===== src/logic/asc_cfg.svh =====
`ifndef ASC_CFG_SVH
`define ASC_CFG_SVH

// ==========================================================
// Register word indices (byte address is four times these)
`define ASC_IDX_CTL1   6'h13
`define ASC_IDX_CTL2   6'h14
`define ASC_IDX_CTL3   6'h15
`define ASC_IDX_STS1   6'h16
`define ASC_IDX_DATA   6'h18

// ==========================================================
// Control one bit positions
`define ASC_C1_LOOP    7
`define ASC_C1_EN      6
`define ASC_C1_INV     5
`define ASC_C1_NINE    4
`define ASC_C1_WAKE    3
`define ASC_C1_ILTY    2
`define ASC_C1_PON     1
`define ASC_C1_PODD    0

// ==========================================================
// Control two bit positions
`define ASC_C2_TXE_IE  7
`define ASC_C2_TXD_IE  6
`define ASC_C2_RXF_IE  5
`define ASC_C2_IDL_IE  4
`define ASC_C2_TXON    3
`define ASC_C2_RXON    2
`define ASC_C2_STBY    1
`define ASC_C2_BRK     0

// ==========================================================
// Control three bit positions and writable mask
`define ASC_C3_R8      7
`define ASC_C3_T8      6
`define ASC_C3_WMASK   8'h4F

// ==========================================================
// Status one bit positions
`define ASC_S1_TXE     7
`define ASC_S1_TC      6
`define ASC_S1_RXF     5
`define ASC_S1_IDLE    4
`define ASC_S1_OR      3
`define ASC_S1_NF      2
`define ASC_S1_FE      1
`define ASC_S1_PE      0

// ==========================================================
// Reset values
`define ASC_S1_RESET   8'hC0
`define ASC_CTL_RESET  8'h00

// ==========================================================
// Timing: bus clocks per serial bit, frame lengths in bits
`define ASC_BIT_CYC    5'h10
`define ASC_HALF_CYC   5'h08
`define ASC_LEN_SHORT  4'hA
`define ASC_LEN_LONG   4'hB

`endif


===== src/logic/asc_pkg.sv =====
package asc_pkg;

   typedef enum logic [0:0] {
      TX_IDLE = 1'b0,
      TX_BUSY = 1'b1
   } asc_tx_state_e;

   typedef enum logic [0:0] {
      RX_IDLE = 1'b0,
      RX_DATA = 1'b1
   } asc_rx_state_e;

   typedef struct packed {
      logic [7:0]    ctl1;
      logic [7:0]    ctl2;
      logic [7:0]    ctl3;
      logic [7:0]    status;
      logic [7:0]    arm;
      logic [7:0]    tx_buf;
      logic [7:0]    rx_buf;
      logic          tx_ever;
      logic          pend_pre;
      logic          brk_tail;
      logic          tx_is_brk;
      asc_tx_state_e tx_state;
      logic [10:0]   tx_sh;
      logic [3:0]    tx_left;
      logic [4:0]    baud;
      asc_rx_state_e rx_state;
      logic [4:0]    rx_cnt;
      logic [3:0]    rx_bits;
      logic [9:0]    rx_sh;
      logic [1:0]    vote;
      logic          rx_noise;
      logic [3:0]    ones;
      logic          idle_arm;
      logic [31:0]   prdata;
      logic          pready;
      logic          pslverr;
      logic          serial_out;
      logic          irq_tx;
      logic          irq_rx;
      logic          irq_err;
   } asc_state_s;

endpackage


===== src/logic/asc_serial_ctrl.sv =====
`timescale 1ns/1ns
`include "asc_cfg.svh"

// Functional notes
// RULE_01: Parity bit odd when select set, else even
// RULE_02: Frames are ten or eleven bits long
// RULE_03: Software keeps parity select stable mid-character
// RULE_04: Transmit-empty interrupt only while enabled
// RULE_05: Transmit-done interrupt only while enabled
// RULE_06: Receive-full and idle interrupts need enables
// RULE_07: Enabling transmitter sends all-ones preamble first
// RULE_08: Disabling transmitter finishes current character
// RULE_09: Toggling transmitter enable queues idle character
// RULE_10: Software never writes enables while block off
// RULE_11: Receiver disable leaves receive flags alone
// RULE_12: Standby masks receive interrupts; wake clears it
// RULE_13: Break bit sends break, then one high
// RULE_14: Software waits before toggling break bit
// RULE_15: Received ninth bit stored, mirrors bit seven
// RULE_16: Ninth transmit bit loads with buffer data
// RULE_17: Error interrupt needs each flag's own enable
// RULE_18: Empty flag sets on load, cleared by sequence
// RULE_19: First transmitter enable sets empty flag
// RULE_20: Done flag means empty and line idle
// RULE_21: Receive-full set on transfer, cleared by sequence
// RULE_22: Idle flag needs character since last clear
// RULE_23: Block disable sets empty and done flags
// RULE_24: Wake select picks address mark or idle
// RULE_25: Overrun clears only after armed status read
// RULE_26: Interrupt outputs are OR of enabled flags
module asc_serial_ctrl (
   // Clock and reset
   input  wire logic        pclk,
   input  wire logic        presetn,
   // APB slave
   input  wire logic        psel,
   input  wire logic        penable,
   input  wire logic        pwrite,
   input  wire logic [7:0]  paddr,
   input  wire logic [31:0] pwdata,
   output logic      [31:0] prdata,
   output logic             pready,
   output logic             pslverr,
   // Serial line
   input  wire logic        serial_in_pin,
   output logic             serial_out_pin,
   // Interrupt requests
   output logic             irq_tx,
   output logic             irq_rx,
   output logic             irq_err
);

   // ==========================================================
   // State
   asc_pkg::asc_state_s s;
   asc_pkg::asc_state_s next_s;

   logic [5:0]  idx;
   logic        acc;
   logic        en;
   logic        inv;
   logic        nine;
   logic        odd;
   logic        pon;
   logic        tick;
   logic [3:0]  flen;
   logic [3:0]  frame_len;
   logic [10:0] fr;
   logic [10:0] data_fr;
   logic        have;
   logic        tx_load;
   logic        rx_xfer;
   logic        rxd;
   logic        maj;
   logic        noisy;
   logic [2:0]  smp;
   logic [8:0]  d;
   logic        msb;
   logic        woke;
   logic        stby;

   assign prdata         = s.prdata;
   assign pready         = s.pready;
   assign pslverr        = s.pslverr;
   assign serial_out_pin = s.serial_out;
   assign irq_tx         = s.irq_tx;
   assign irq_rx         = s.irq_rx;
   assign irq_err        = s.irq_err;

   // ==========================================================
   // Next state
   always_comb begin
      next_s  = s;
      idx     = paddr[7:2];
      acc     = psel && penable && s.pready;
      en      = s.ctl1[`ASC_C1_EN];
      inv     = s.ctl1[`ASC_C1_INV];
      nine    = s.ctl1[`ASC_C1_NINE];
      odd     = s.ctl1[`ASC_C1_PODD];
      pon     = s.ctl1[`ASC_C1_PON];
      frame_len = nine ? `ASC_LEN_LONG : `ASC_LEN_SHORT; // see RULE_02
      tick    = en && (s.baud == `ASC_BIT_CYC - 5'h01);
      tx_load = 1'b0;
      rx_xfer = 1'b0;
      have    = 1'b0;
      flen    = frame_len;
      fr      = 11'h7FF;
      woke    = 1'b0;
      msb     = 1'b0;
      rxd     = s.ctl1[`ASC_C1_LOOP] ? s.serial_out : serial_in_pin;
      smp     = {s.vote, rxd};
      maj     = (smp[0] & smp[1]) | (smp[0] & smp[2]) | (smp[1] & smp[2]);
      noisy   = (smp != 3'h0) && (smp != 3'h7);
      d       = nine ? s.rx_sh[9:1] : {1'b0, s.rx_sh[9:2]};
      // Ninth bit is either parity or the software bit
      if (nine) begin
         data_fr = {1'b1, pon ? (^s.tx_buf) ^ odd                // see RULE_01
                              : s.ctl3[`ASC_C3_T8],              // see RULE_16
                    s.tx_buf, 1'b0};
      end else begin
         data_fr = {2'b11, pon ? (^s.tx_buf[6:0]) ^ odd          // see RULE_01
                               : s.tx_buf[7],
                    s.tx_buf[6:0], 1'b0};
      end

      // APB setup phase: capture read data so it leaves a flop
      next_s.pready  = 1'b0;
      next_s.pslverr = 1'b0;
      if (psel && !penable) begin
         next_s.pready = 1'b1;
         next_s.prdata = 32'h0000_0000;
         case (idx)
            `ASC_IDX_CTL1: next_s.prdata[7:0] = s.ctl1;
            `ASC_IDX_CTL2: next_s.prdata[7:0] = s.ctl2;
            `ASC_IDX_CTL3: next_s.prdata[7:0] = s.ctl3;
            `ASC_IDX_STS1: next_s.prdata[7:0] = s.status;
            `ASC_IDX_DATA: next_s.prdata[7:0] = s.rx_buf;
            default:       next_s.pslverr = (paddr[1:0] == 2'h0);
         endcase
         if (paddr[1:0] != 2'h0) begin
            next_s.pslverr = 1'b1;
         end
      end

      // APB access phase: writes and read side effects
      if (acc && !s.pslverr) begin
         case (idx)
            `ASC_IDX_CTL1: begin
               if (pwrite) begin
                  next_s.ctl1 = pwdata[7:0];
               end
            end
            `ASC_IDX_CTL2: begin
               if (pwrite) begin
                  next_s.ctl2 = pwdata[7:0];
               end
            end
            `ASC_IDX_CTL3: begin
               if (pwrite) begin
                  next_s.ctl3 = (s.ctl3 & ~`ASC_C3_WMASK)
                              | (pwdata[7:0] & `ASC_C3_WMASK);
               end
            end
            `ASC_IDX_STS1: begin
               // Arm exactly the flags software saw
               if (!pwrite) begin
                  next_s.arm = s.prdata[7:0];
               end
            end
            `ASC_IDX_DATA: begin
               if (pwrite) begin
                  next_s.tx_buf = pwdata[7:0];
                  if (s.arm[`ASC_S1_TXE]) begin
                     next_s.status[`ASC_S1_TXE] = 1'b0;         // see RULE_18
                     next_s.arm[`ASC_S1_TXE]    = 1'b0;
                  end
               end else begin
                  // Unarmed flags survive a lone data read
                  next_s.status[5:0] = s.status[5:0] & ~s.arm[5:0]; // see RULE_21
                  next_s.arm[5:0]    = 6'h00;                   // see RULE_25
               end
            end
            default: ;
         endcase
      end

      // Transmitter enable edges
      if (!s.ctl2[`ASC_C2_TXON] && next_s.ctl2[`ASC_C2_TXON]) begin
         next_s.pend_pre = 1'b1;                                // see RULE_09
         if (!s.tx_ever) begin
            next_s.tx_ever = 1'b1;
            next_s.status[`ASC_S1_TXE] = 1'b1;                  // see RULE_19
         end
      end

      // Baud tick, halted while the block is off
      if (!en || tick) begin
         next_s.baud = 5'h00;
      end else begin
         next_s.baud = s.baud + 5'h01;
      end

      // ==========================================================
      // Transmitter
      // Block disable cuts the frame at once: the bit clock stops with it
      if (!(en && next_s.ctl1[`ASC_C1_EN])) begin
         next_s.tx_state   = asc_pkg::TX_IDLE;
         next_s.serial_out = ~inv;
         next_s.tx_is_brk  = 1'b0;
         next_s.pend_pre   = 1'b0;                              // see RULE_23
         next_s.brk_tail   = 1'b0;
      end else if (tick) begin
         if (s.tx_state == asc_pkg::TX_BUSY && s.tx_left != 4'h0) begin
            next_s.serial_out = s.tx_sh[0] ^ inv;
            next_s.tx_sh      = {1'b1, s.tx_sh[10:1]};
            next_s.tx_left    = s.tx_left - 4'h1;
         end else begin
            // Frame ended: chain the next one in the same tick
            next_s.tx_state   = asc_pkg::TX_IDLE;              // see RULE_08
            next_s.serial_out = ~inv;
            next_s.tx_is_brk  = 1'b0;
            if (s.ctl2[`ASC_C2_TXON]) begin
               have = 1'b1;
               if (s.pend_pre) begin
                  next_s.pend_pre = 1'b0;                       // see RULE_07
               end else if (s.ctl2[`ASC_C2_BRK]) begin
                  fr = 11'h000;                                 // see RULE_13
                  next_s.tx_is_brk = 1'b1;
                  next_s.brk_tail  = 1'b1;
               end else if (s.brk_tail) begin
                  next_s.brk_tail = 1'b0;                       // see RULE_13
                  flen = 4'h1;
               end else if (!s.status[`ASC_S1_TXE]) begin
                  fr = data_fr;                                 // see RULE_16
                  next_s.status[`ASC_S1_TXE] = 1'b1;            // see RULE_18
                  tx_load = 1'b1;
               end else begin
                  have = 1'b0;
               end
               if (have) begin
                  next_s.tx_state   = asc_pkg::TX_BUSY;
                  next_s.serial_out = fr[0] ^ inv;
                  next_s.tx_sh      = {1'b1, fr[10:1]};
                  next_s.tx_left    = flen - 4'h1;
               end
            end
         end
      end

      // Block disable forces both transmit flags
      if (s.ctl1[`ASC_C1_EN] && !next_s.ctl1[`ASC_C1_EN]) begin
         next_s.status[`ASC_S1_TXE] = 1'b1;                     // see RULE_23
      end
      next_s.status[`ASC_S1_TC] = next_s.status[`ASC_S1_TXE]    // see RULE_20
         && (!next_s.ctl1[`ASC_C1_EN]                           // see RULE_23
             || (next_s.tx_state == asc_pkg::TX_IDLE
                 && !next_s.pend_pre && !next_s.brk_tail
                 && !(next_s.ctl2[`ASC_C2_BRK]
                      && next_s.ctl2[`ASC_C2_TXON])));

      // ==========================================================
      // Receiver
      stby = s.ctl2[`ASC_C2_STBY];
      if (!(en && s.ctl2[`ASC_C2_RXON])) begin
         // Flags are left untouched on disable
         next_s.rx_state = asc_pkg::RX_IDLE;                    // see RULE_11
         next_s.idle_arm = 1'b0;
         next_s.ones     = 4'h0;
      end else begin
         case (s.rx_state)
            asc_pkg::RX_IDLE: begin
               if (!rxd) begin
                  next_s.rx_state = asc_pkg::RX_DATA;
                  next_s.rx_cnt   = 5'h00;
                  next_s.rx_bits  = 4'h0;
                  next_s.rx_noise = 1'b0;
                  next_s.ones     = 4'h0;
               end else if (tick && s.ones != frame_len) begin
                  next_s.ones = s.ones + 4'h1;
                  if (s.ones == frame_len - 4'h1) begin
                     if (s.idle_arm) begin
                        next_s.status[`ASC_S1_IDLE] = 1'b1;     // see RULE_22
                        next_s.idle_arm = 1'b0;
                     end
                     if (stby && !s.ctl1[`ASC_C1_WAKE]) begin
                        next_s.ctl2[`ASC_C2_STBY] = 1'b0;       // see RULE_24
                     end
                  end
               end
            end
            asc_pkg::RX_DATA: begin
               if (s.rx_cnt == `ASC_BIT_CYC - 5'h01) begin
                  next_s.rx_cnt  = 5'h00;
                  next_s.rx_bits = s.rx_bits + 4'h1;
               end else begin
                  next_s.rx_cnt = s.rx_cnt + 5'h01;
               end
               // Three samples around mid-bit vote on the value
               next_s.vote = {s.vote[0], rxd};
               if (s.rx_cnt == `ASC_HALF_CYC + 5'h01) begin
                  next_s.rx_noise = s.rx_noise | noisy;
                  if (s.rx_bits == 4'h0) begin
                     if (maj) begin
                        next_s.rx_state = asc_pkg::RX_IDLE;
                     end
                  end else if (s.rx_bits == frame_len - 4'h1) begin
                     next_s.rx_state = asc_pkg::RX_IDLE;
                     msb  = nine ? d[8] : d[7];
                     woke = stby && s.ctl1[`ASC_C1_WAKE] && msb;
                     if (woke) begin
                        next_s.ctl2[`ASC_C2_STBY] = 1'b0;       // see RULE_24
                     end
                     if (!stby || woke) begin
                        if (s.status[`ASC_S1_RXF]) begin
                           next_s.status[`ASC_S1_OR] = 1'b1;    // see RULE_25
                        end else begin
                           rx_xfer = 1'b1;
                           next_s.rx_buf = d[7:0];
                           next_s.ctl3[`ASC_C3_R8] = msb;       // see RULE_15
                           next_s.status[`ASC_S1_RXF] = 1'b1;   // see RULE_21
                           next_s.idle_arm = 1'b1;              // see RULE_22
                           if (!maj) begin
                              next_s.status[`ASC_S1_FE] = 1'b1;
                           end
                           if (pon && ((^d) ^ odd)) begin
                              next_s.status[`ASC_S1_PE] = 1'b1; // see RULE_01
                           end
                           if (s.rx_noise | noisy) begin
                              next_s.status[`ASC_S1_NF] = 1'b1;
                           end
                        end
                     end
                  end else begin
                     next_s.rx_sh = {maj, s.rx_sh[9:1]};
                  end
               end
            end
            default: next_s.rx_state = asc_pkg::RX_IDLE;
         endcase
      end

      // ==========================================================
      // Interrupt requests, registered
      next_s.irq_tx = next_s.ctl1[`ASC_C1_EN] && (              // see RULE_26
         (next_s.status[`ASC_S1_TXE] && next_s.ctl2[`ASC_C2_TXE_IE])
         || (next_s.status[`ASC_S1_TC]                          // see RULE_05
             && next_s.ctl2[`ASC_C2_TXD_IE]));                  // see RULE_04
      next_s.irq_rx = !next_s.ctl2[`ASC_C2_STBY] && (           // see RULE_12
         (next_s.status[`ASC_S1_RXF] && next_s.ctl2[`ASC_C2_RXF_IE])
         || (next_s.status[`ASC_S1_IDLE]                        // see RULE_06
             && next_s.ctl2[`ASC_C2_IDL_IE]));
      next_s.irq_err = |(next_s.status[3:0] & next_s.ctl3[3:0]); // see RULE_17
   end

   // ==========================================================
   // Registers
   always_ff @(posedge pclk or negedge presetn) begin
      if (!presetn) begin
         s            <= '0;
         s.status     <= `ASC_S1_RESET;
         s.serial_out <= 1'b1;
      end else begin
         s <= next_s;
      end
   end
endmodule


===== config.mk =====
export PLATFORM = sky130hd
export DESIGN_NAME = asc_serial_ctrl
export DESIGN_NICKNAME = d
export VERILOG_FILES = /design/src/logic/asc_pkg.sv /design/src/logic/asc_serial_ctrl.sv
export VERILOG_INCLUDE_DIRS = /design/src /design/src/logic
export SDC_FILE = /design/constraint.sdc
export NUM_CORES = 1
export LEC_CHECK = 0
export BUFFER_PORTS_ARGS = -buffer_cell sky130_fd_sc_hd__clkbuf_2
export CAP_MARGIN = 20
export CORE_MARGIN = 2
export CORE_UTILIZATION = 53
export CTS_BUF_LIST = sky130_fd_sc_hd__clkbuf_4
export CTS_CLUSTER_DIAMETER = 30
export DETAILED_ROUTE_END_ITERATION = 12
export PLACE_DENSITY = 0.81
export SLEW_MARGIN = 20
export SYNTH_ARGS = -nofsm -noshare
export SYNTH_HDL_FRONTEND = slang
export SYNTH_SLANG_ARGS = --single-unit

===== constraint.sdc =====
create_clock -name pclk -period 6.4 [get_ports pclk]
set_input_delay 0.96 -clock pclk [delete_from_list [all_inputs] [get_ports pclk]]
set_output_delay 0.96 -clock pclk [all_outputs]
set_load 0.005 [all_outputs]

==> reports/results.ini, run 1 <==
[run_status]
status=finished, final reports clean

[sta]
finalWorstPathRequiredPeriod_ns=3.113
relSlewSlack_pct=33.70
fin_tns_setup_ns=0
slew_viol_final=0
final_min_period_over_clock_period_pct=48.63
worst-slew-pin-transition_ns=0.9945
setup_repair_after_global_routing_missed_its_margin=false
finalHoldWorstSlack_ns=0.4068
maxClockFrequency_ghz=0.3213
setup_viol=0
hold_viol_final=0
timing.final.ws_setup_ns=3.287
clock_skew_ns=0.01684

[placement]
placement.cell_area_um2=6274
gpl.final_weighted_congestion=0.9366
port_buffers=35
dpl_worst_slack_ns=2.573
post-place-cells=760
hpwl_um=9609

[setup_path]
crit_slowest_cell=o221ai_4
critPathMaxStageDelay_ns=0.89
crit_path_start_kind=input pin
timing.critical_path.buf_inv=1
timing.critical_path.cells=clkbuf_2, nor3b_1, nand4_1, o221ai_4, nor2_1, o21ai_0, o211ai_1
arrival_ns=3.48
worstPathMaxFanout=31
critPathLaunch=paddr[4]
rr_startpoint=nine
critPathCaptureType=flip-flop
cp_top_family=simple AND/OR/NAND/NOR gates
timing_worst_setup_path_type=in2reg
crit_required_ns=6.77

[floorplanning]
die-area_um2=12490
initial_utilization_pct=54.14
core_area_um2=11370
design.portCount=84
die-width_um=111.8
floorplan.rows=39
die_height_um=111.8

[pwr]
switching_fraction_of_total_power_pct=22.83
power.net_switching_mw=0.3193
pwr-share-seq_pct=54.3
peakVddDrop_mv=0.2072
power.density_cell_area_nw_per_um2=212.1
clkPwrFrac_pct=41.7
share_comb_of_total_power_pct=4.0
internal_power_mw=1.079
leakage_power_total_nw=3.086
fin_total_pwr_mw=1.398

[finish]
fraction_of_final_layout_cells_sized_beyond_drive_strength_1_pct=18.18
fillerInstances=944
layout.cells.non_filler=792
postLayoutCoreUtil_pct=57.98
antenna_cells=0
flow.area_growth_from_synthesis_pct=7.093
final_common_cell=dfrtp_1
leading_cell_types_in_the_layout_fill_and_taps_excluded=115 x dfrtp_1, 63 x nand2_1, 51 x nor2_1
nNetsFinal=693
layout.cell_area.non_filler_um2=6593

[global_routing]
global_route_wire_length_before_repair_um=22280
pin_count_of_the_biggest_net_entering_global_routing=81
global_route_overflow=0
groute.usage.overall_pct=22.35
grt_antenna_before_repair=0
grt_pass1_vias=4532

[route]
vias=4784
drc=0
post_drt_wl_per_cell_um=17.22
ant_nets=0
detailedRoute.firstPassIterationCount=8
sum_of_routed_wire_length_over_all_layers_um=13640
drt_iter0_drc=610
drt-vias-per-instance=6.040

[synth]
number_of_storage_elements_in_the_synthesis_netlist=118
asyncSetResetFlopFracSynth_pct=100.0
synth_sequential_area_ratio_pct=48.03
synth_edf_count=0
netlist-cell-type-count=68
post_synth_instance_area_um2=6156
synth_area_per_cell_um2=10.03
yosysWarnings=0
number_of_standard_cells_after_synthesis=614
dominantRegCellSynth=dfrtp_1

[cts]
postCtsSetupBuffers=0
numCtsBuffers=17
clock_tree.htree_level_count=4
clk_root_buffer_cell=clkbuf_4
cts_resized=0
clock_transition_at_the_registers_of_the_reported_paths_ns=0.10
worst_skew_pair_later_pin_latency_ns=0.52
post_cts_hold_buffer_count=0
clk_path_buf_depth=2
cts_tree=yes
num_clock_sinks=118

[hold_path]
worstHoldPathType=in2async

[flow_run]
cap_violations=0

-- logic make-up (layout without fill, tap and decap cells) --
logic type	count (synthesis)	after routing	synth area share [%]
simple gates	183	183	14.67
compound gates	144	144	15.45
flops	118	118	48.03
buf+inv	85	97	7.337
mux	51	51	9.065
xor+xnor	22	22	3.354
fa+ha+maj	10	10	2.033
other cells	1	24	0.06092
-- area by class of cell --
type	count	area, um^2	area share [%]
multi-input cells	434	2851	43.25
flip-flops and latches	118	2957	44.85
clock inverters	12	160.2	2.429
well taps	143	178.9	2.714
clock buffers	19	142.6	2.164
inverters	28	105.1	1.594
repair buffers	38	197.7	2.999
-- layer usage --
| layer | GRT usage (%) | share of wire, % |
|---|---|---|
| met5 | 0 | 0 |
| met4 | 7.572 | 1.9 |
| met3 | 5.280 | 7.5 |
| met2 | 36.04 | 49 |
| met1 | 29.92 | 42 |
-- path summary, 6_finish.rpt --
kind | endpoint | depth (start not counted) | slack, ns
worst min-delay path | s[72] | 1 | 0.41
min in group pclk | s[90] | 1 | 0.48
worst max register to register | irq_rx | 5 | 3.45
worst max-delay path | s[82] | 7 | 3.29
max in group asynchronous | s[48] | 2 | 4.60
worst min register to register | s[90] | 1 | 0.48
-- state kept, by name (all words and copies together), names as in the netlist --
register,cells
nine,1
serial_out_pin,1
irq_err,1
irq_tx,1
en,1
irq_rx,1
pslverr,1
s,99
pon,1
inv,1
odd,1
pready,1
prdata,8
-- power groups by stage --
| stage | sequential [mW] | combinational (mW) | clock, mW |
|---|---|---|---|
| floorplan | 0.771 | 0.0353 | 0 |
| global placement | 0.772 | 0.0542 | 0 |
| detailed placement | 0.773 | 0.0558 | 0 |
| CTS | 0.759 | 0.0561 | 0.589 |
| global route | 0.760 | 0.0626 | 0.622 |
| finish | 0.759 | 0.0558 | 0.584 |
-- cell usage after synthesis, drive strengths merged, types with 3 or more instances --
| cell | instances | area [um^2] |
|---|---|---|
| nor2 | 51 | 191.4 |
| nand2 | 63 | 236.5 |
| or2 | 4 | 25.03 |
| a32o | 3 | 30.03 |
| a31oi | 5 | 31.28 |
| ha | 10 | 125.1 |
| a22o | 7 | 61.31 |
| nand3 | 16 | 85.08 |
| and3b | 3 | 26.28 |
| dfrtp | 115 | 2878 |
| and3 | 4 | 25.02 |
| xor2 | 5 | 43.79 |
| o21ai | 46 | 230.2 |
| a21o | 10 | 75.07 |
| a222oi | 8 | 80.08 |
| nor3b | 6 | 50.05 |
| a22oi | 11 | 82.58 |
| o211ai | 3 | 22.52 |
| nand4 | 5 | 31.28 |
| xnor2 | 16 | 140.1 |
| a211oi | 3 | 22.52 |
| inv | 28 | 105.1 |
| o2bb2ai | 3 | 26.28 |
| clkbuf | 14 | 52.55 |
| nand2b | 4 | 25.02 |
| a21oi | 28 | 140.1 |
| mux2 | 35 | 397.9 |
| nor3 | 7 | 35.03 |
| and2 | 5 | 31.28 |
| buf | 43 | 294.0 |
| dfstp | 3 | 78.83 |
| mux2i | 16 | 160.2 |
Power figures use the tool's default switching activity.
==> run 2: changes to the inputs <==
==> constraint.sdc (replaced) <==
create_clock -name pclk -period 3.2 [get_ports pclk]
set_input_delay 0.48 -clock pclk [delete_from_list [all_inputs] [get_ports pclk]]
set_output_delay 0.48 -clock pclk [all_outputs]
set_load 0.005 [all_outputs]
==> reports/results.ini, run 2 (same netlist as run 1, synthesis figures left out) <==
[run_status]
status=finished, final reports clean

[sta]
worst-slew-pin-transition_ns=0.7196  ; -0.2749 ns
setup_repair_after_global_routing_missed_its_margin=false
timing.final.ws_setup_ns=0.6566  ; -2.631 ns
setup_viol=0  ; unchanged
final_min_period_over_clock_period_pct=79.48
relSlewSlack_pct=51.59  ; +18 points
fin_tns_setup_ns=0  ; unchanged
maxClockFrequency_ghz=0.3932
hold_viol_final=0  ; unchanged
finalHoldWorstSlack_ns=0.2204  ; -0.1864 ns
finalWorstPathRequiredPeriod_ns=2.543
clock_skew_ns=0.02485  ; +0.008009 ns
slew_viol_final=0  ; unchanged

[route]
ant_nets=0  ; unchanged
drt-vias-per-instance=6.006  ; -0.57%
vias=4805  ; +0.44%
post_drt_wl_per_cell_um=17.06  ; -0.98%
drc=0  ; unchanged
drt_iter0_drc=723  ; +19%
detailedRoute.firstPassIterationCount=7  ; -1
sum_of_routed_wire_length_over_all_layers_um=13640  ; about the same

[cts]
clock_tree.htree_level_count=4  ; unchanged
num_clock_sinks=118  ; unchanged
clk_path_buf_depth=2  ; unchanged
clk_root_buffer_cell=clkbuf_4
numCtsBuffers=17  ; unchanged
postCtsSetupBuffers=0  ; unchanged
post_cts_hold_buffer_count=1  ; +1
cts_tree=yes
clock_transition_at_the_registers_of_the_reported_paths_ns=0.11  ; about the same
worst_skew_pair_later_pin_latency_ns=0.51  ; about the same
cts_resized=0  ; unchanged

[pwr]
fin_total_pwr_mw=2.626  ; +88%
peakVddDrop_mv=0.2156  ; +4.1%
power.density_cell_area_nw_per_um2=396.9  ; +87%
leakage_power_total_nw=3.114  ; +0.90%

[setup_path]
critPathMaxStageDelay_ns=0.46  ; -0.43 ns
crit_required_ns=3.64  ; -3.13 ns
critPathCaptureType=flip-flop
arrival_ns=2.98  ; -0.50 ns
cp_top_family=compound AO/OA/AOI/OAI gates
critPathLaunch=s[66]
crit_slowest_cell=a2111oi_2
timing.critical_path.buf_inv=0  ; -1
worstPathMaxFanout=6  ; -81%
rr_startpoint=s[66]
timing.critical_path.cells=ha_1, and3_1, ha_1, nand2_1, a2111oi_2, mux2i_1, a31oi_1, o21a_1, nor2_1
timing_worst_setup_path_type=reg2reg
crit_path_frequent_cell=ha_1
crit_path_start_kind=flip-flop

[flow_run]
cap_violations=0  ; unchanged

[global_routing]
grt_pass1_vias=4683  ; +3.3%
groute.usage.overall_pct=22.56  ; +0.21 points
global_route_wire_length_before_repair_um=22720  ; +2.0%
pin_count_of_the_biggest_net_entering_global_routing=71  ; -12%
grt_antenna_before_repair=0  ; unchanged
global_route_overflow=0  ; unchanged

[finish]
fillerInstances=942  ; -0.21%
regMostFlops=s
antenna_cells=0  ; unchanged
layout.cell_area.non_filler_um2=6618  ; +0.38%
fraction_of_final_layout_cells_sized_beyond_drive_strength_1_pct=19.33  ; +1.1 points
nNetsFinal=702  ; +1.3%
final_common_cell=dfrtp_1
postLayoutCoreUtil_pct=58.20  ; +0.22 points
layout.cells.non_filler=800  ; +1.0%
largest_register_ff_count=99  ; unchanged
leading_cell_types_in_the_layout_fill_and_taps_excluded=115 x dfrtp_1, 63 x nand2_1, 51 x nor2_1
flow.area_growth_from_synthesis_pct=7.500

[placement]
dpl_worst_slack_ns=0.6445  ; -1.929 ns
hpwl_um=9943  ; +3.5%
placement.cell_area_um2=6354  ; +1.3%
post-place-cells=769  ; +1.2%
gpl.final_weighted_congestion=0.9573  ; +2.2%
port_buffers=35  ; unchanged

[floorplanning]
floorplan.rows=39  ; unchanged
die-width_um=111.8  ; unchanged
core_area_um2=11370  ; unchanged
design.portCount=84  ; unchanged
initial_utilization_pct=54.14  ; unchanged
die_height_um=111.8  ; unchanged
die-area_um2=12490  ; unchanged

[hold_path]
min_from=paddr[0]
worstHoldPathType=in2reg

[run 2: cell count changes in the layout (fill, tap and decap cells not counted), sizes merged]
cell         before  now
buf               4   12
bufinv            4    2
dlygate4sd3       0    1
clkinv            7    8
[run 2: final timing paths]
check / end / slack [ns] / cells after the start
hold reg to reg: s[66] / 0.47 / 1
setup reg to reg: s[121] / 0.66 / 9
hold / removal: pslverr / 0.22 / 3
max in group asynchronous: serial_out_pin / 1.85 / 3
min in group asynchronous: s[73] / 0.53 / 2
setup / recovery: s[121] / 0.66 / 9
[run 2: cell type report]
class	instances	area (um^2)	share of cell area, %
Inverter	28	105.1	1.588
Clock inverter	11	111.4	1.683
Clock buffer	19	142.6	2.155
Sequential cell	118	2957	44.68
Multi-Input combinational cell	434	2840	42.92
Tap cell	143	178.9	2.704
Timing Repair Buffer	47	282.8	4.273
[run 2: worst reg2reg max path, delay by kind of cell, from the launching register on]
family | cells | cell delay [ns]
muxes | 1 | 0.31
adders and majority gates | 2 | 0.50
AOI/OAI and AO/OA | 3 | 0.79
and+or+nand+nor | 3 | 0.51
DFF | 1 | 0.38
[run 2: power breakdown]
group	internal, mW	total (mW)	switching (mW)	leakage [nW]
clock	0.463	0.994	0.530	0.147
combinational	0.0364	0.117	0.0805	1.41
sequential	1.50	1.52	0.0119	1.55
total	2.00	2.63	0.623	3.11
[run 2: per-layer routing]
layer	part of all wire [%]	global-route usage, %
met1	42	30.42
met2	49	36.36
met3	6.4	5.063
met4	2.5	7.654
met5	0	0
